$ cat src/omsc_consts.vh
// Constants of the optical module sideband controller: timing, register map, fields and resets.
// Assumes a single 250 MHz clock; all times are converted to cycles where they are used.
`ifndef OMSC_CONSTS_VH
`define OMSC_CONSTS_VH

// ----------------------------------------------------------------------------
// Timing
// ----------------------------------------------------------------------------
`define OMSC_CLK_PERIOD_PS 4000
`define OMSC_T_OFF_MAX_NS 10000
`define OMSC_T_ON_MAX_NS 1000000
`define OMSC_T_FAULT_MAX_NS 100000
`define OMSC_T_RESET_MIN_NS 10000
`define OMSC_T_INIT_MAX_MS 300

// ----------------------------------------------------------------------------
// Register offsets (byte addresses)
// ----------------------------------------------------------------------------
`define OMSC_ADDR_W 8
`define OMSC_OFF_CTRL 8'h00
`define OMSC_OFF_STATUS 8'h04
`define OMSC_OFF_IRQ_STAT 8'h08
`define OMSC_OFF_IRQ_CLR 8'h0C
`define OMSC_OFF_IRQ_EN 8'h10
`define OMSC_OFF_MEM_PTR 8'h14
`define OMSC_OFF_MEM_DATA 8'h18

// ----------------------------------------------------------------------------
// Fields
// ----------------------------------------------------------------------------
`define OMSC_CTRL_SOFT_OFF 0
`define OMSC_CTRL_W 1
`define OMSC_ST_LASER_ON 0
`define OMSC_ST_FAULT 1
`define OMSC_ST_LIGHT_LOST 2
`define OMSC_ST_OFF_REQ 3
`define OMSC_ST_INIT_DONE 4
`define OMSC_IRQ_FAULT 0
`define OMSC_IRQ_LIGHT 1
`define OMSC_IRQ_OFF_REQ 2
`define OMSC_IRQ_SERIAL 3
`define OMSC_IRQ_W 4

// ----------------------------------------------------------------------------
// Reset values
// ----------------------------------------------------------------------------
`define OMSC_CTRL_RST 1'h0
`define OMSC_IRQ_EN_RST 4'h0
`define OMSC_DEV_ADDR_DEF 7'h50

`endif

$ cat src/omsc_top.v
// Module-side sideband control: transmitter shut-down, laser fault and light-lost
// flags, presence line and a two-wire serial identification memory.
// Assumes pins arrive asynchronously and open-drain pins are resolved outside.
`timescale 1ns/1ps
`include "omsc_consts.vh"
module omsc_top #(
  parameter INIT_CYC = `OMSC_T_INIT_MAX_MS * (1000000000 / `OMSC_CLK_PERIOD_PS),
  parameter MEM_AW = 8,
  parameter [6:0] DEV_ADDR = `OMSC_DEV_ADDR_DEF
) (
  input wire mclk_i,
  input wire rst_b_i,
  input wire transmitter_off_request_i,
  input wire transmitter_off_request_driven_i,
  input wire laser_fault_cond_i,
  input wire rx_signal_present_i,
  input wire scl_i,
  input wire sda_i,
  output reg sda_o,
  output reg sda_oe_o,
  output reg tx_fault_o,
  output reg tx_fault_oe_o,
  output reg received_light_lost_flag_o,
  output reg received_light_lost_flag_oe_o,
  output reg present_o,
  output reg present_oe_o,
  output reg laser_en_o,
  input wire [`OMSC_ADDR_W-1:0] addr_i,
  input wire [31:0] wr_data_i,
  input wire wr_i,
  input wire rd_i,
  output reg [31:0] rd_data_o,
  output reg irq_o
);
  // ----------------------------------------------------------------------------
  // Derived timing
  // ----------------------------------------------------------------------------
  localparam [31:0] RESET_CYC_W = (`OMSC_T_RESET_MIN_NS * 1000 + `OMSC_CLK_PERIOD_PS - 1) / `OMSC_CLK_PERIOD_PS;
  localparam [11:0] RESET_CYC = RESET_CYC_W[11:0];
  localparam MEM_DEPTH = 1 << MEM_AW;

  // Serial states.
  localparam [2:0] S_IDLE = 3'h0;
  localparam [2:0] S_ADDR = 3'h1;
  localparam [2:0] S_AACK = 3'h2;
  localparam [2:0] S_WR = 3'h3;
  localparam [2:0] S_WACK = 3'h4;
  localparam [2:0] S_RD = 3'h5;
  localparam [2:0] S_RACK = 3'h6;

  // ----------------------------------------------------------------------------
  // Synchronisers
  // ----------------------------------------------------------------------------
  wire off_pin_s;
  wire off_drv_s;
  wire fault_s;
  wire rx_sig_s;
  wire scl_s;
  wire sda_s;

  omsc_sync2 #(.RST_VAL(1'b1)) u_sync_off (.mclk_i(mclk_i), .rst_b_i(rst_b_i),
    .async_i(transmitter_off_request_i), .sync_o(off_pin_s));
  omsc_sync2 #(.RST_VAL(1'b0)) u_sync_drv (.mclk_i(mclk_i), .rst_b_i(rst_b_i),
    .async_i(transmitter_off_request_driven_i), .sync_o(off_drv_s));
  omsc_sync2 #(.RST_VAL(1'b0)) u_sync_flt (.mclk_i(mclk_i), .rst_b_i(rst_b_i),
    .async_i(laser_fault_cond_i), .sync_o(fault_s));
  omsc_sync2 #(.RST_VAL(1'b0)) u_sync_rx (.mclk_i(mclk_i), .rst_b_i(rst_b_i),
    .async_i(rx_signal_present_i), .sync_o(rx_sig_s));
  omsc_sync2 #(.RST_VAL(1'b1)) u_sync_scl (.mclk_i(mclk_i), .rst_b_i(rst_b_i),
    .async_i(scl_i), .sync_o(scl_s));
  omsc_sync2 #(.RST_VAL(1'b1)) u_sync_sda (.mclk_i(mclk_i), .rst_b_i(rst_b_i),
    .async_i(sda_i), .sync_o(sda_s));

  // ----------------------------------------------------------------------------
  // Transmitter control and fault latch
  // ----------------------------------------------------------------------------
  reg [31:0] init_cnt_reg;
  reg init_done_reg;
  reg fault_latch_reg;
  reg [11:0] off_cnt_reg;
  reg soft_off_reg;
  reg off_req_prev_reg;
  reg light_prev_reg;
  reg fault_prev_reg;

  // An input that nobody drives falls back to the internal pull-up level.
  wire off_req = off_pin_s | ~off_drv_s;
  wire light_lost = ~rx_sig_s;

  always @(posedge mclk_i) begin
    if (!rst_b_i) begin
      init_cnt_reg <= 32'h0;
      init_done_reg <= 1'b0;
      fault_latch_reg <= 1'b0;
      off_cnt_reg <= 12'h0;
      laser_en_o <= 1'b0;
      tx_fault_o <= 1'b0;
      tx_fault_oe_o <= 1'b0;
      received_light_lost_flag_o <= 1'b0;
      received_light_lost_flag_oe_o <= 1'b0;
      present_o <= 1'b0;
      present_oe_o <= 1'b1;
    end else begin
      // Laser stays dark until the start-up count expires.
      if (!init_done_reg) begin
        if (init_cnt_reg >= INIT_CYC - 1)
          init_done_reg <= 1'b1;
        init_cnt_reg <= init_cnt_reg + 32'h1;
      end
      // A fault is latched; only an off request held for the reset time clears it.
      if (off_req && off_cnt_reg < RESET_CYC)
        off_cnt_reg <= off_cnt_reg + 12'h1;
      else if (!off_req)
        off_cnt_reg <= 12'h0;
      if (init_done_reg && fault_s)
        fault_latch_reg <= 1'b1;
      else if (off_cnt_reg >= RESET_CYC)
        fault_latch_reg <= 1'b0;
      // Shut-down acts in the cycle after the synchronised request, far inside the limit.
      // The raw fault also gates, so a fault standing at the end of start-up never shows a clear cycle.
      laser_en_o <= init_done_reg & ~off_req & ~soft_off_reg & ~fault_latch_reg & ~fault_s;
      // Open-drain: releasing the pin lets the host pull-up show a high flag.
      tx_fault_o <= 1'b0;
      tx_fault_oe_o <= init_done_reg & ~fault_latch_reg & ~fault_s;
      received_light_lost_flag_o <= 1'b0;
      received_light_lost_flag_oe_o <= ~light_lost;
      present_o <= 1'b0;
      present_oe_o <= 1'b1;
    end
  end

  // ----------------------------------------------------------------------------
  // Two-wire serial identification slave
  // ----------------------------------------------------------------------------
  reg [7:0] id_mem_reg [0:MEM_DEPTH-1];
  reg [MEM_AW-1:0] mem_ptr_reg;
  reg [MEM_AW-1:0] sw_ptr_reg;
  reg [2:0] st_reg;
  reg [3:0] bit_cnt_reg;
  reg [7:0] rx_sh_reg;
  reg [7:0] tx_sh_reg;
  reg rw_reg;
  reg first_reg;
  reg master_ack_reg;
  reg scl_d_reg;
  reg sda_d_reg;
  reg serial_hit_reg;

  wire scl_rise = scl_s & ~scl_d_reg;
  wire scl_fall = ~scl_s & scl_d_reg;
  wire start_cond = scl_s & scl_d_reg & sda_d_reg & ~sda_s;
  wire stop_cond = scl_s & scl_d_reg & ~sda_d_reg & sda_s;
  wire [7:0] mem_byte = id_mem_reg[mem_ptr_reg];

  always @(posedge mclk_i) begin
    if (!rst_b_i) begin
      st_reg <= S_IDLE;
      bit_cnt_reg <= 4'h0;
      rx_sh_reg <= 8'h00;
      tx_sh_reg <= 8'h00;
      rw_reg <= 1'b0;
      first_reg <= 1'b0;
      master_ack_reg <= 1'b0;
      mem_ptr_reg <= {MEM_AW{1'b0}};
      scl_d_reg <= 1'b1;
      sda_d_reg <= 1'b1;
      sda_o <= 1'b0;
      sda_oe_o <= 1'b0;
      serial_hit_reg <= 1'b0;
    end else begin
      scl_d_reg <= scl_s;
      sda_d_reg <= sda_s;
      sda_o <= 1'b0;
      serial_hit_reg <= 1'b0;
      if (start_cond) begin
        st_reg <= S_ADDR;
        bit_cnt_reg <= 4'h0;
        first_reg <= 1'b1;
        sda_oe_o <= 1'b0;
      end else if (stop_cond) begin
        st_reg <= S_IDLE;
        sda_oe_o <= 1'b0;
      end else if (scl_rise) begin
        if (st_reg == S_ADDR || st_reg == S_WR) begin
          rx_sh_reg <= {rx_sh_reg[6:0], sda_s};
          bit_cnt_reg <= bit_cnt_reg + 4'h1;
        end else if (st_reg == S_RACK) begin
          master_ack_reg <= ~sda_s;
        end
      end else if (scl_fall) begin
        case (st_reg)
          S_ADDR: begin
            if (bit_cnt_reg == 4'h8) begin
              if (rx_sh_reg[7:1] == DEV_ADDR) begin
                st_reg <= S_AACK;
                rw_reg <= rx_sh_reg[0];
                sda_oe_o <= 1'b1;
                serial_hit_reg <= 1'b1;
              end else begin
                st_reg <= S_IDLE;
              end
            end
          end
          S_AACK, S_RACK: begin
            if (st_reg == S_RACK && !master_ack_reg) begin
              st_reg <= S_IDLE;
              sda_oe_o <= 1'b0;
            end else if (rw_reg) begin
              st_reg <= S_RD;
              tx_sh_reg <= mem_byte;
              sda_oe_o <= ~mem_byte[7];
              bit_cnt_reg <= 4'h1;
            end else begin
              st_reg <= S_WR;
              sda_oe_o <= 1'b0;
              bit_cnt_reg <= 4'h0;
            end
          end
          S_WR: begin
            if (bit_cnt_reg == 4'h8) begin
              st_reg <= S_WACK;
              sda_oe_o <= 1'b1;
              // The host may only move the pointer; data bytes are acknowledged and dropped.
              if (first_reg)
                mem_ptr_reg <= rx_sh_reg[MEM_AW-1:0];
              first_reg <= 1'b0;
            end
          end
          S_WACK: begin
            st_reg <= S_WR;
            sda_oe_o <= 1'b0;
            bit_cnt_reg <= 4'h0;
          end
          S_RD: begin
            if (bit_cnt_reg == 4'h8) begin
              st_reg <= S_RACK;
              sda_oe_o <= 1'b0;
              mem_ptr_reg <= mem_ptr_reg + {{(MEM_AW-1){1'b0}}, 1'b1};
            end else begin
              sda_oe_o <= ~tx_sh_reg[6];
              tx_sh_reg <= {tx_sh_reg[6:0], 1'b0};
              bit_cnt_reg <= bit_cnt_reg + 4'h1;
            end
          end
          default: begin
            st_reg <= S_IDLE;
            sda_oe_o <= 1'b0;
          end
        endcase
      end
    end
  end

  // ----------------------------------------------------------------------------
  // Register port and interrupts
  // ----------------------------------------------------------------------------
  reg [`OMSC_IRQ_W-1:0] irq_stat_reg;
  reg [`OMSC_IRQ_W-1:0] irq_en_reg;
  reg [`OMSC_IRQ_W-1:0] irq_stat_next;
  reg [`OMSC_IRQ_W-1:0] irq_set;
  reg [`OMSC_IRQ_W-1:0] irq_clr;
  reg [31:0] rd_data_next;
  wire [4:0] status_word = {init_done_reg, off_req, light_lost, ~tx_fault_oe_o, laser_en_o};

  always @* begin
    irq_set = {`OMSC_IRQ_W{1'b0}};
    irq_set[`OMSC_IRQ_FAULT] = fault_latch_reg & ~fault_prev_reg;
    irq_set[`OMSC_IRQ_LIGHT] = light_lost ^ light_prev_reg;
    irq_set[`OMSC_IRQ_OFF_REQ] = off_req ^ off_req_prev_reg;
    irq_set[`OMSC_IRQ_SERIAL] = serial_hit_reg;
    irq_clr = (wr_i && addr_i == `OMSC_OFF_IRQ_CLR) ? wr_data_i[`OMSC_IRQ_W-1:0] : {`OMSC_IRQ_W{1'b0}};
    // A new event in the clearing cycle survives the clear.
    irq_stat_next = (irq_stat_reg & ~irq_clr) | irq_set;
    case (addr_i)
      `OMSC_OFF_CTRL: rd_data_next = {{(32-`OMSC_CTRL_W){1'b0}}, soft_off_reg};
      `OMSC_OFF_STATUS: rd_data_next = {27'h0, status_word};
      `OMSC_OFF_IRQ_STAT: rd_data_next = {{(32-`OMSC_IRQ_W){1'b0}}, irq_stat_reg};
      `OMSC_OFF_IRQ_EN: rd_data_next = {{(32-`OMSC_IRQ_W){1'b0}}, irq_en_reg};
      `OMSC_OFF_MEM_PTR: rd_data_next = {{(32-MEM_AW){1'b0}}, sw_ptr_reg};
      `OMSC_OFF_MEM_DATA: rd_data_next = {24'h0, id_mem_reg[sw_ptr_reg]};
      default: rd_data_next = 32'h0;
    endcase
  end

  always @(posedge mclk_i) begin
    if (!rst_b_i) begin
      soft_off_reg <= `OMSC_CTRL_RST;
      irq_en_reg <= `OMSC_IRQ_EN_RST;
      irq_stat_reg <= {`OMSC_IRQ_W{1'b0}};
      sw_ptr_reg <= {MEM_AW{1'b0}};
      off_req_prev_reg <= 1'b1;
      light_prev_reg <= 1'b1;
      fault_prev_reg <= 1'b0;
      rd_data_o <= 32'h0;
      irq_o <= 1'b0;
    end else begin
      off_req_prev_reg <= off_req;
      light_prev_reg <= light_lost;
      fault_prev_reg <= fault_latch_reg;
      irq_stat_reg <= irq_stat_next;
      irq_o <= |(irq_stat_next & irq_en_reg);
      rd_data_o <= rd_i ? rd_data_next : 32'h0;
      if (wr_i) begin
        case (addr_i)
          `OMSC_OFF_CTRL: soft_off_reg <= wr_data_i[`OMSC_CTRL_SOFT_OFF];
          `OMSC_OFF_IRQ_EN: irq_en_reg <= wr_data_i[`OMSC_IRQ_W-1:0];
          `OMSC_OFF_MEM_PTR: sw_ptr_reg <= wr_data_i[MEM_AW-1:0];
          `OMSC_OFF_MEM_DATA: sw_ptr_reg <= sw_ptr_reg + {{(MEM_AW-1){1'b0}}, 1'b1};
          default: soft_off_reg <= soft_off_reg;
        endcase
      end
    end
  end

  // Identification memory has no reset; software fills it after start-up.
  always @(posedge mclk_i) begin
    if (wr_i && addr_i == `OMSC_OFF_MEM_DATA)
      id_mem_reg[sw_ptr_reg] <= wr_data_i[7:0];
  end
endmodule // omsc_top

$ cat src/omsc_sync2.v
// Two-flop synchroniser for one asynchronous level.
// Assumes the input changes slowly compared with the clock.
`timescale 1ns/1ps
module omsc_sync2 #(
  parameter RST_VAL = 1'b0
) (
  input wire mclk_i,
  input wire rst_b_i,
  input wire async_i,
  output reg sync_o
);
  reg meta_reg;

  always @(posedge mclk_i) begin
    if (!rst_b_i) begin
      meta_reg <= RST_VAL;
      sync_o <= RST_VAL;
    end else begin
      meta_reg <= async_i;
      sync_o <= meta_reg;
    end
  end
endmodule // omsc_sync2

$ cat config.mk
export PLATFORM = sky130hd
export DESIGN_NAME = omsc_top
export DESIGN_NICKNAME = d
export VERILOG_FILES = /design/src/omsc_top.v /design/src/omsc_sync2.v
export VERILOG_INCLUDE_DIRS = /design/src
export SDC_FILE = /design/constraint.sdc
export NUM_CORES = 2
export LEC_CHECK = 0
export BUFFER_PORTS_ARGS = -buffer_cell sky130_fd_sc_hd__buf_2
export CORE_MARGIN = 5
export CORE_UTILIZATION = 35
export CTS_CLUSTER_DIAMETER = 120
export CTS_CLUSTER_SIZE = 40
export DETAILED_ROUTE_END_ITERATION = 10
export PLACE_DENSITY = 0.58
export SETUP_SLACK_MARGIN = 0.2
export SYNTH_ARGS = -nofsm -noshare
export SYNTH_HDL_FRONTEND = slang
export SYNTH_SLANG_ARGS = --single-unit
$ cat constraint.sdc
create_clock -name mclk_i -period 4.8 [get_ports mclk_i]
set_clock_uncertainty 0.15 [all_clocks]
set_input_delay 0.48 -clock mclk_i [delete_from_list [all_inputs] [get_ports mclk_i]]
set_output_delay 0.48 -clock mclk_i [all_outputs]
set_load 0.02 [all_outputs]
==> flow_metrics.py <==
metrics = {
    "timing": {
        "min_period_ns": 4.65,
        "grt_setup_unrepaired": "no",
        "slew_headroom_pct": -3.44,
        "whs_ns": 0.0868,
        "timing.fmax_mhz": 215,
        "setup_tns_ns": 0,
        "hold_viol": 0,
        "fin_crit_sh_pct": 96.9,
        "final-setup-viol-count": 0,
        "worst_pin_slew_ns": 1.54,
        "finalMaxSlewViolations": 2,
    },
    "route": {
        "vias": 62977,
        "dr.first_iter.drc_count": 10195,
        "ant_nets": 0,
        "via_per_inst": 6.34,
        "dr.pass1.iters": 6,
        "route.detailed.drc": 0,
        "wl_per_cell_um": 37.8,
        "drt-total-wl_um": 375000,
    },
    "yosys": {
        "synth_edf_count": 2048,
        "synth_most_common_cell": "edfxtp_1",
        "synth_top_area_share_pct": 60.0,
        "netlist-cell-type-count": 79,
        "synthFlopType": "edfxtp_1",
        "syn_area_sq_um": 102000,
        "async_reset_ff_share_pct": 0,
        "synth_warnings": 0,
        "synth_top_area_cell": "edfxtp_1",
        "synth.yosys.seq_area_share_pct": 62.8,
        "ys_seq_elements": 2191,
        "synthTopCellsByArea": "edfxtp_1, mux4_2, dfxtp_1",
        "synthTopCellsByCount": "edfxtp_1, mux4_2, nor2_1, mux2i_1, nand2_1",
        "syn_inst": 5703,
        "avgSynthCellArea_sq_um": 18.0,
    },
    "clocking": {
        "insertion_delay_ns": 0.79,
        "cts_root_buf": "clkbuf_16",
        "clock_sinks": 2191,
        "cts_buffer_depth": 3,
        "clk_pin_slew_worst_paths_ns": 0.14,
        "cts_tree": "built",
        "numCtsBuffers": 66,
        "h-tree-depth": 3,
    },
    "global_routing": {
        "overflow": 0,
        "grt_pass1_wl_um": 512000,
        "grt_usage_pct": 24.2,
        "antenna_found_initial": 27,
        "grt_max_degree": 151,
        "grt_pass1_vias": 60906,
    },
    "final_layout": {
        "drive_above_1_share_pct": 30.2,
        "largest_reg_flops": 2048,
        "final_net_count": 6047,
        "area_growth_pct": 9.72,
        "fin_area_sq_um": 112000,
    },
    "worst_setup_path": {
        "cp.required_ns": 5.36,
        "reg2reg_depth": 8,
        "cp-end-kind": "register",
        "worstPathArrival_ns": 5.21,
        "start_kind": "register",
        "ff2ff_setup_slack_ns": 0.15,
        "worstSetupPathType": "reg2reg",
        "path_max_fanout": 26,
    },
    "die": {
        "ios": 92,
        "initial_core_util_pct": 35.2,
        "core_sq_um": 291000,
        "row_count": 198,
        "die_area_sq_um": 304000,
        "die_w_um": 551,
        "dieHeight_um": 551,
    },
    "placed_design": {
        "place_area_sq_um": 110000,
        "gp_congestion": 0.984,
        "dp_hpwl_um": 262000,
        "port_buffers": 38,
    },
    "status": {
        "violations": "capacitance limit, slew limit",
        "status": "finished, violations left",
    },
    "power": {
        "p_clk_share_pct": 28.6,
        "sequentialPowerShare_pct": 69.5,
        "swShare_pct": 20.9,
        "ir_worst_vdd_mv": 0.232,
        "power.density_nw_per_um2": 267,
        "power.net_switching_uw": 6270,
        "internal-power_uw": 23700,
        "p_leak_uw": 0.0327,
        "p_comb_share_pct": 1.9,
    },
    "hold_path": {
        "hold_depth": 1,
        "hold_path.class": "in2reg",
    },
    "flow_run": {
        "maxCapViolCount": 1,
    },
}
## layout by cell type (no fill, tap or decap), types with 17 or more instances in the layout
cell / synthesis / final
mux2i_1: 204 / 204
a22o_1: 23 / 23
edfxtp_1: 2048 / 2048
and2_1: 31 / 30
buf_4: 95 / 549
nand2_1: 173 / 173
mux2_2: 28 / 28
conb_1: 2 / 29
nand2b_1: 50 / 50
dfxtp_1: 143 / 132
nand3_1: 82 / 82
mux4_2: 1020 / 1020
o22ai_1: 94 / 94
a221oi_1: 23 / 22
nand4_1: 30 / 30
clkbuf_16: 0 / 69
diode_2: 0 / 24
nor4_1: 25 / 23
a21oi_1: 135 / 135
nor2_1: 415 / 411
buf_12: 0 / 46
o21ai_0: 70 / 70
a22oi_1: 154 / 154
a211oi_1: 31 / 31
xor2_1: 26 / 26
and3_1: 27 / 27
nor2b_1: 69 / 60
a31oi_1: 17 / 17
nor3_1: 73 / 73
buf_2: 127 / 30
## cells by family (layout without fill, tap and decap cells)
| logic type | after synthesis | in the layout | share of synthesized area [%] |
|---|---|---|---|
| flip-flops | 2191 | 2191 | 62.8 |
| multiplexers | 1252 | 1252 | 24.7 |
| AND/OR/NAND/NOR | 1040 | 1040 | 4.80 |
| AO/OA/AOI/OAI | 681 | 681 | 4.54 |
| buffers and inverters | 484 | 765 | 2.63 |
| XOR/XNOR | 39 | 39 | 0.333 |
| adder cells (fa/ha/maj) | 14 | 14 | 0.171 |
| other | 2 | 53 | 0.00733 |
## worst paths after layout
check                      startpoint           endpoint
hold / removal           wr_data_i[2]  id_mem_reg[24][2]
setup / recovery             register           sda_oe_o
hold reg to reg   u_sync_off.meta_reg  u_sync_off.sync_o
setup reg to reg             register           sda_oe_o
## area by class of cell
class	count	area [sq um]
clock buffers	85	1790
inverters	20	76.3
flip-flops and latches	2191	64400
multi-input cells	3055	35600
repair buffers	649	5460
clock inverters	11	150
diodes	24	60.1
well taps	3900	4880
fillers	26510	179000
## metal layers
| layer | part of all wire (%) | vias up | GRT usage [%] |
|---|---|---|---|
| li1 | - | 24316 | - |
| met1 | 37 | 33550 | 31.8 |
| met2 | 44 | 4314 | 36.1 |
| met4 | 6.1 | 10 | 11.7 |
| met5 | 0.016 | - | 0 |
| met3 | 13 | 787 | 8.09 |
## timing repair
action | CTS | global route
resized for setup | 0 | 1
endpoints found under the hold margin | 21 | 0
setup endpoints to repair | 0 | 1
hold buffers | 16 | 0
buffers inserted | 0 | 1
## power groups by stage
stage | registers [uW] | clock network [uW] | logic, uW
floorplan | 21300 | 0 | 155
global placement | 21300 | 0 | 520
detailed placement | 21300 | 0 | 541
CTS | 20900 | 8670 | 548
global route | 20900 | 9270 | 586
finish | 20900 | 8580 | 556
## worst max-delay path, stage by stage, from the launching register on
cell and delay, ns:
dfxtp_4 0.97, buf_12 0.26, mux4_2 0.31, mux2i_1 0.66, o22ai_1 0.38, a311oi_1 0.48
nand4_1 0.53, a31o_2 0.52, a211oi_2 0.22
## per-stage QoR
stage | power (uW) | utilization (%) | setup WS [ns] | std cells
floorplan | 21400 | - | 1.65 | 5730
global placement | 21800 | 37.8 | 0.331 | 9798
detailed placement | 21800 | 37.8 | 0.353 | 9798
CTS | 30100 | 38.6 | 0.330 | 9910
global route | 30700 | 38.6 | 0.343 | 9911
finish | 30000 | 38.6 | 0.149 | 9935
Power figures use the tool's default switching activity.
